[config.mk]
export PLATFORM = sky130hd
export DESIGN_NAME = sar_adc_control_interface
export DESIGN_NICKNAME = d
export VERILOG_FILES = /design/src/inc/sar_ctrl_pkg.sv /design/src/rtl/pin_sync.sv /design/src/rtl/sar_adc_control_interface.sv
export SDC_FILE = /design/constraint.sdc
export NUM_CORES = 1
export LEC_CHECK = 0
export ABC_AREA = 1
export BUFFER_PORTS_ARGS = -buffer_cell sky130_fd_sc_hd__buf_4
export CAP_MARGIN = 20
export CORE_MARGIN = 3
export CORE_UTILIZATION = 55
export CTS_CLUSTER_SIZE = 25
export DETAILED_ROUTE_END_ITERATION = 12
export PLACE_DENSITY_LB_ADDON = 0.2
export SETUP_SLACK_MARGIN = 0.2
export SYNTH_ARGS = -nofsm -noshare
export SYNTH_HDL_FRONTEND = slang
export SYNTH_SLANG_ARGS = --single-unit
[constraint.sdc]
create_clock -name ref_clk_in -period 1.59 [get_ports ref_clk_in]
set_input_delay 0.2385 -clock ref_clk_in [delete_from_list [all_inputs] [get_ports ref_clk_in]]
set_output_delay 0.2385 -clock ref_clk_in [all_outputs]
set_load 0.005 [all_outputs]
[src/inc/sar_ctrl_pkg.sv]
// Constants and types shared by the converter control logic.
// Assumes a single 50 MHz clock; all pins but bipolar enter through synchronisers.
//
// Overview of operation
// - Falling conversion start edge begins a conversion
// - Start ignored unless chip select is low
// - Drive result only when read and select low
// - Busy low during conversion, high otherwise
// - Power-down input low enters power-down state
// - Approximation register cleared but for the MSB at conversion start
// - Start edges during conversion are ignored
// - One bit per step, MSB down to LSB
// - Completed register copied into output latches
// - Result bit eleven is the MSB
// - Unipolar straight binary, bipolar two's complement
package sar_ctrl_pkg;

    // ==========================================================
    // Sizes and timing
    localparam int RESULT_W = 12;
    localparam int CLK_PERIOD_NS = 20;
    localparam int CONV_TIME_NS = 1400;
    // Conversion time split over the bit steps, longest time rounds down
    localparam int STEP_CYCLES = (CONV_TIME_NS / CLK_PERIOD_NS) / RESULT_W;
    localparam int STEP_W = 4;
    localparam logic [STEP_W-1:0] STEP_LAST = STEP_W'(STEP_CYCLES - 1);
    localparam int BIT_W = 4;
    localparam logic [BIT_W-1:0] BIT_MSB = BIT_W'(RESULT_W - 1);
    localparam logic [RESULT_W-1:0] RESULT_RST = 12'h000;

    // ==========================================================
    // Sequencer states
    typedef enum logic [1:0] {
        ST_IDLE,
        ST_CONVERT,
        ST_LATCH
    } conv_state_t;

endpackage

[src/rtl/pin_sync.sv]
// Three-stage synchroniser with agreement filter for one pin.
// Assumes the pin is asynchronous to the clock.
`timescale 1ns/1ns
module pin_sync #(
    parameter logic RST_VAL = 1'b1
) (
    input wire logic ref_clk_in,
    input wire logic rst_b_in,
    input wire logic pin_in,
    output logic level_out
);

    typedef struct packed {
        logic s1;
        logic s2;
        logic s3;
        logic level;
    } sync_t;

    sync_t q;
    sync_t d;

    // ==========================================================
    // Next state: the level only moves once stages two and three agree
    always_comb
    begin
        d = q;
        d.s1 = pin_in;
        d.s2 = q.s1;
        d.s3 = q.s2;
        if (q.s2 == q.s3)
        begin
            d.level = q.s3;
        end
    end

    always_ff @(posedge ref_clk_in or negedge rst_b_in)
    begin
        if (!rst_b_in)
        begin
            q <= {4{RST_VAL}};
        end
        else
        begin
            q <= d;
        end
    end

    assign level_out = q.level;

endmodule // pin_sync

[src/rtl/sar_adc_control_interface.sv]
// Control sequencer of a 12-bit successive-approximation converter.
// Holds pin synchronisers, a self-timed bit sequencer, the output latch
// and the enables of the result bus drivers.
// Assumes the comparator decision arrives as a level on this clock.
// Assumes the analog core follows the trial code with no added delay.
`timescale 1ns/1ns
module sar_adc_control_interface
    import sar_ctrl_pkg::*;
#(
    parameter int WIDTH = sar_ctrl_pkg::RESULT_W
) (
    input wire logic ref_clk_in,
    input wire logic rst_b_in,
    input wire logic chip_select_n_in,
    input wire logic conv_start_n_in,
    input wire logic read_n_in,
    input wire logic power_down_n_in,
    input wire logic bipolar_in,
    input wire logic comp_high_in,
    output logic busy_n_out,
    output logic [sar_ctrl_pkg::RESULT_W-1:0] result_out,
    output logic [sar_ctrl_pkg::RESULT_W-1:0] result_oe_out,
    output logic [sar_ctrl_pkg::RESULT_W-1:0] dac_code_out,
    output logic powered_down_out
);
    import sar_ctrl_pkg::*;

    // All sequencer state in one word, registered by a single process
    typedef struct packed {
        conv_state_t state;
        logic start_prev;
        logic [RESULT_W-1:0] approx_register;
        logic [BIT_W-1:0] bit_idx;
        logic [STEP_W-1:0] step_cnt;
        logic [RESULT_W-1:0] result_latch;
        logic busy_n;
        logic [RESULT_W-1:0] oe;
        logic pd;
    } ctrl_t;

    // Registered state and its next value
    ctrl_t q;
    ctrl_t d;
    // Pin levels after synchronisation, all active low but the comparator
    logic cs_n_s;
    logic start_n_s;
    logic rd_n_s;
    logic pd_n_s;
    logic comp_s;
    logic start_fall;

    // ==========================================================
    // Pin synchronisers
    // Each pin is seen four edges after it moves. The control pins reset to
    // their idle high level, so the release of reset shows no false edge.
    // The comparator crosses from the analog core and is filtered the same
    // way; each bit step is long enough to cover that latency.
    // Limitation: a pin pulse shorter than two clocks may be missed.

    // Chip select
    pin_sync #(
        .RST_VAL(1'b1)
    ) u_cs (
        .ref_clk_in(ref_clk_in),
        .rst_b_in(rst_b_in),
        .pin_in(chip_select_n_in),
        .level_out(cs_n_s)
    );

    // Conversion start
    pin_sync #(
        .RST_VAL(1'b1)
    ) u_st (
        .ref_clk_in(ref_clk_in),
        .rst_b_in(rst_b_in),
        .pin_in(conv_start_n_in),
        .level_out(start_n_s)
    );

    // Read strobe
    pin_sync #(
        .RST_VAL(1'b1)
    ) u_rd (
        .ref_clk_in(ref_clk_in),
        .rst_b_in(rst_b_in),
        .pin_in(read_n_in),
        .level_out(rd_n_s)
    );

    // Power-down request
    pin_sync #(
        .RST_VAL(1'b1)
    ) u_pd (
        .ref_clk_in(ref_clk_in),
        .rst_b_in(rst_b_in),
        .pin_in(power_down_n_in),
        .level_out(pd_n_s)
    );

    // Comparator decision, low from reset until the pin has passed the filter
    pin_sync #(
        .RST_VAL(1'b0)
    ) u_cmp (
        .ref_clk_in(ref_clk_in),
        .rst_b_in(rst_b_in),
        .pin_in(comp_high_in),
        .level_out(comp_s)
    );

    // ==========================================================
    // Start edge detect
    // A start held low through busy makes no second edge afterwards
    // Start edge only counts while chip select is low
    assign start_fall = q.start_prev && !start_n_s && !cs_n_s;

    // ==========================================================
    // Output format
    // Two's complement is straight binary with the MSB inverted
    function automatic logic [RESULT_W-1:0] fmt_code(input logic [RESULT_W-1:0] raw,
                                                      input logic bip);
        fmt_code = bip ? {~raw[RESULT_W-1], raw[RESULT_W-2:0]} : raw;
    endfunction

    // ==========================================================
    // Sequencer
    // Idle waits for a gated start, convert walks the bits, latch hands over
    always_comb
    begin
        d = q;
        d.start_prev = start_n_s;
        d.pd = !pd_n_s;
        // Bus drivers follow read and select together, each bit alike
        d.oe = {RESULT_W{!rd_n_s && !cs_n_s}};
        unique case (q.state)
            ST_IDLE:
            begin
                d.busy_n = 1'b1;
                // Power-down blocks new conversions; the latch keeps its data
                // A start seen while powered down is lost, not held for later
                if (start_fall && pd_n_s)
                begin
                    d.state = ST_CONVERT;
                    d.approx_register = '0;
                    d.approx_register[RESULT_W-1] = 1'b1;
                    d.bit_idx = BIT_MSB;
                    d.step_cnt = '0;
                    d.busy_n = 1'b0;
                end
            end
            ST_CONVERT:
            begin
                // Start edges are not looked at here, so no restart
                // Five cycles a step: four for the comparator to pass its
                // synchroniser, one to capture it; a shorter step reads stale data
                d.busy_n = 1'b0;
                d.step_cnt = q.step_cnt + STEP_W'(1);
                if (q.step_cnt == STEP_LAST)
                begin
                    d.step_cnt = '0;
                    // Clear the trial bit when the input lies below the DAC
                    d.approx_register[q.bit_idx] = comp_s;
                    if (q.bit_idx == '0)
                    begin
                        d.state = ST_LATCH;
                    end
                    else
                    begin
                        d.approx_register[q.bit_idx - BIT_W'(1)] = 1'b1;
                        d.bit_idx = q.bit_idx - BIT_W'(1);
                    end
                end
            end
            ST_LATCH:
            begin
                // Latch one cycle ahead of busy so data is ready first
                // Busy stays low here; it rises on the next edge from idle
                d.result_latch = fmt_code(q.approx_register, bipolar_in);
                d.state = ST_IDLE;
                d.busy_n = 1'b0;
            end
            default:
            begin
                d.state = ST_IDLE;
            end
        endcase
    end

    // ==========================================================
    // State register
    // Reset leaves the bus undriven and busy high, as after a conversion
    always_ff @(posedge ref_clk_in or negedge rst_b_in)
    begin
        if (!rst_b_in)
        begin
            q.state <= ST_IDLE;
            q.start_prev <= 1'b1;
            q.approx_register <= RESULT_RST;
            q.bit_idx <= '0;
            q.step_cnt <= '0;
            q.result_latch <= RESULT_RST;
            q.busy_n <= 1'b1;
            q.oe <= '0;
            q.pd <= 1'b0;
        end
        else
        begin
            q <= d;
        end
    end

    // ==========================================================
    // Outputs, each straight from a flop of the state word
    // Bit order kept straight: index 11 is the MSB
    assign result_out = q.result_latch;
    assign result_oe_out = q.oe;
    assign busy_n_out = q.busy_n;
    assign dac_code_out = q.approx_register;
    assign powered_down_out = q.pd;

endmodule // sar_adc_control_interface

==> flow_metrics.tcl <==
set metrics [dict create \
    antenna_found_initial 0 \
    yosys_most_used_dff "dfrtp_1" \
    finalCriticalPeriod_ns 1.371 \
    yosys_cell_types 28 \
    power.clock.fraction_pct 23.9 \
    crit_path_max_fanout 11 \
    vias_in_the_first_global_route 1961 \
    vias 2026 \
    gp_routability_congestion 0.8510 \
    floorplan.die.height_um 78.18 \
    antenna_diode_count 0 \
    synthesis.area_per_instance_um2 9.488 \
    synth_sequential_area_ratio_pct 51.44 \
    worst_ir_drop_vdd_uv 993.4 \
    postRouteAntennaNets 0 \
    multi_input_gate_area_in_the_final_layout_um2 1106 \
    cts.reportedPaths.clkPinSlew_ns 0.07 \
    p_seq_share_pct 36.9 \
    cts_buffer_depth 2 \
    synth.cells.most_frequent "nand2_1, dfrtp_1, buf_4, nand3_1, inv_1" \
    die-area_um2 6111 \
    n_fill_cell 358 \
    reg2regPathDepth 4 \
    worst-slew-pin-transition_ns 0.6950 \
    power.static_leakage_uw 0.001732 \
    floorplan.initialDensity_pct 58.72 \
    core-area_um2 4880 \
    wire_length_of_the_first_global_routing_pass_um 8942 \
    total_wire_length_um 5236 \
    pwr-share-comb_pct 39.2 \
    cp.required_ns 1.80 \
    grt.total_usage_pct 19.13 \
    max_cap_violations 0 \
    synth_largest_area_cell "dfrtp_1" \
    clock_tree.root_cell "clkbuf_8" \
    timing.max_slew.rel_slack_pct 53.67 \
    drt-pass1-iter-count 4 \
    areal_power_density_over_the_cells_nw_per_um2 1553 \
    timing_hold_violations_final 0 \
    htreeDepth 3 \
    route.detailed.drc 0 \
    ys_top_cells_by_area "dfrtp_1, dfstp_2, nand2_1" \
    worst-endpoint-arrival_ns 1.58 \
    cts_buffers 9 \
    r2r-end "result_out[4]" \
    post_synth_instance_area_um2 2865 \
    synthArstFlopShare_pct 100.0 \
    worst_skew_pair.late_latency_ns 0.34 \
    timing.final.crit_share_pct 86.23 \
    finalClockSkew_ns 0.01348 \
    r2r_setup_slack_ns 0.22 \
    sinks_on_clock_net 58 \
    critical_path.reg2reg.startpoint "q[47]" \
    design_area_um2 3446 \
    yosys_warnings 0 \
    final_hpwl_from_detailed_placement_um 3341 \
    drive_above_1_share_pct 39.12 \
    setup_tns_after_final_layout_ns 0 \
    synth_enable_flop_cells 0 \
    p_int_uw 3340 \
    setup_repair_after_global_routing_missed_its_margin "yes" \
    grt_overflow_total 0 \
    die_width_um 78.18 \
    setup.worst_path.end_class "flip-flop" \
    final-max-slew-violation-count 0 \
    synth_top_cell_area_share_pct 34.93 \
    layout.area.seq_um2 1478 \
    timing.critical_path.from "q[47]" \
    synth_most_common_cell "nand2_1" \
    achievable-frequency_ghz 0.7294 \
    wl_per_cell_um 12.86 \
    power.share.switching_pct 37.59 \
    synth_fp_nets 316 \
    buffer_ports.inserted 45 \
    synthesis.instances 302 \
    hold_path.class "in -> reg" \
    final_net_count 349 \
    post_drt_via_cell_ratio 4.978 \
    cts_tree "yes" \
    run_status "completed" \
    place_area_um2 3002 \
    grt_max_degree 59 \
    dr.first_iter.drc_count 173 \
    boundaryPins 46 \
    switchingPower_uw 2011 \
    timing.critical_path.from_type "flip-flop" \
    setup-violations-final 0 \
    worstSetupEndpoint "result_out[4]" \
    synth-seq-cells 58 \
    flow.area_growth_from_synthesis_pct 20.26 \
    critical_path_class "reg -> reg" \
    std_cell_rows 25 \
]
-- per-stage QoR --
step	setup slack, ns	total power [uW]	hold slack [ns]	instances	utilization, %
2_1_floorplan	0.2141	3265	-0.05709	302	-
3_3_place_gp	0.1335	3577	0.3324	375	61.51
3_5_place_dp	0.06800	3609	0.3358	375	61.51
4_1_cts	0.2028	5101	0.1737	402	68.46
5_1_grt	0.1428	5744	0.2231	407	70.62
6_report	0.2189	5351	0.1799	407	70.62
-- power by group through the flow --
stage                     combinational, uW  sequential (uW)  clock [uW]
final                                  2100             1970        1280
after global routing                   2330             2010        1400
after CTS                              1820             1970        1300
after detailed placement               1620             1980           0
after global placement                 1600             1980           0
after floorplan                        1390             1870           0
-- worst max-delay path, cell delays in order, from the launching register on --
cell and delay, ns:
dfrtp_2 0.45, inv_2 0.09, ha_1 0.17, buf_6 0.17
mux2_2 0.35
-- cell families (layout without fill, tap and decap cells) --
logic type	after synthesis	count (layout)	synth area share [%]
mux	10	10	3.930
simple gates	135	137	21.92
compound gates	19	19	3.712
flops	58	58	51.44
buf+inv	67	103	14.02
xor+xnor	2	2	0.6115
fa+ha+maj	11	11	4.367
-- cell usage in the layout (no fill, tap or decap), drive strengths merged --
cell type / count
a21oi: 4
a22o: 1
buf: 56
clkbuf: 14
clkinv: 2
dfrtp: 40
dfstp: 18
dlygate4sd3: 6
ha: 6
inv: 25
maj3: 5
mux2: 10
nand2: 86
nand3: 29
nand3b: 2
nand4: 3
nor2: 17
o211ai: 3
o21ai: 11
xnor2: 2
-- worst min-delay path by stage --
stage	from	endpoint	cells past startpoint
floorplan	rst_b_in	dac_code_out[0]	0
global placement	rst_b_in	powered_down_out	1
detailed placement	rst_b_in	result_out[11]	1
CTS	bipolar_in	result_out[11]	3
global route	bipolar_in	result_out[11]	3
finish	bipolar_in	result_out[11]	3
-- sequential cells by signal, indices dropped and copies added, names as in the netlist, 2 cells and up --
register      cells
dac_code_out     12
q                11
result_out       12
u_cmp.d           2
u_cs.d            2
u_pd.d            2
u_rd.d            2
u_st.d            2
-- layer usage --
| metal | global-route usage [%] | up-vias | wire length, um |
|---|---|---|---|
| li1 | - | 1006 | - |
| met1 | 23.82 | 958 | 2308 |
| met3 | 6.078 | 12 | 263 |
| met4 | 8.741 | 0 | 130 |
| met2 | 30.48 | 50 | 2534 |
| met5 | 0 | - | 0 |
-- repair_timing --
item,in CTS,in global routing
resized for setup,13,19
endpoints found under the setup margin,18,31
hold buffers,6,0
hold endpoints to repair,45,0
setup buffers,3,5
cloned,2,0
pin swaps,4,12
-- cell type report --
type,instances,share of cell area (%)
Multi-Input combinational cell,179,32.10
Tap cell,67,2.433
Sequential cell,58,42.88
Clock buffer,14,5.301
Inverter,25,2.723
Clock inverter,2,0.2905
Timing Repair Buffer,62,14.27
No activity file was read; power rests on OpenSTA's default activity.
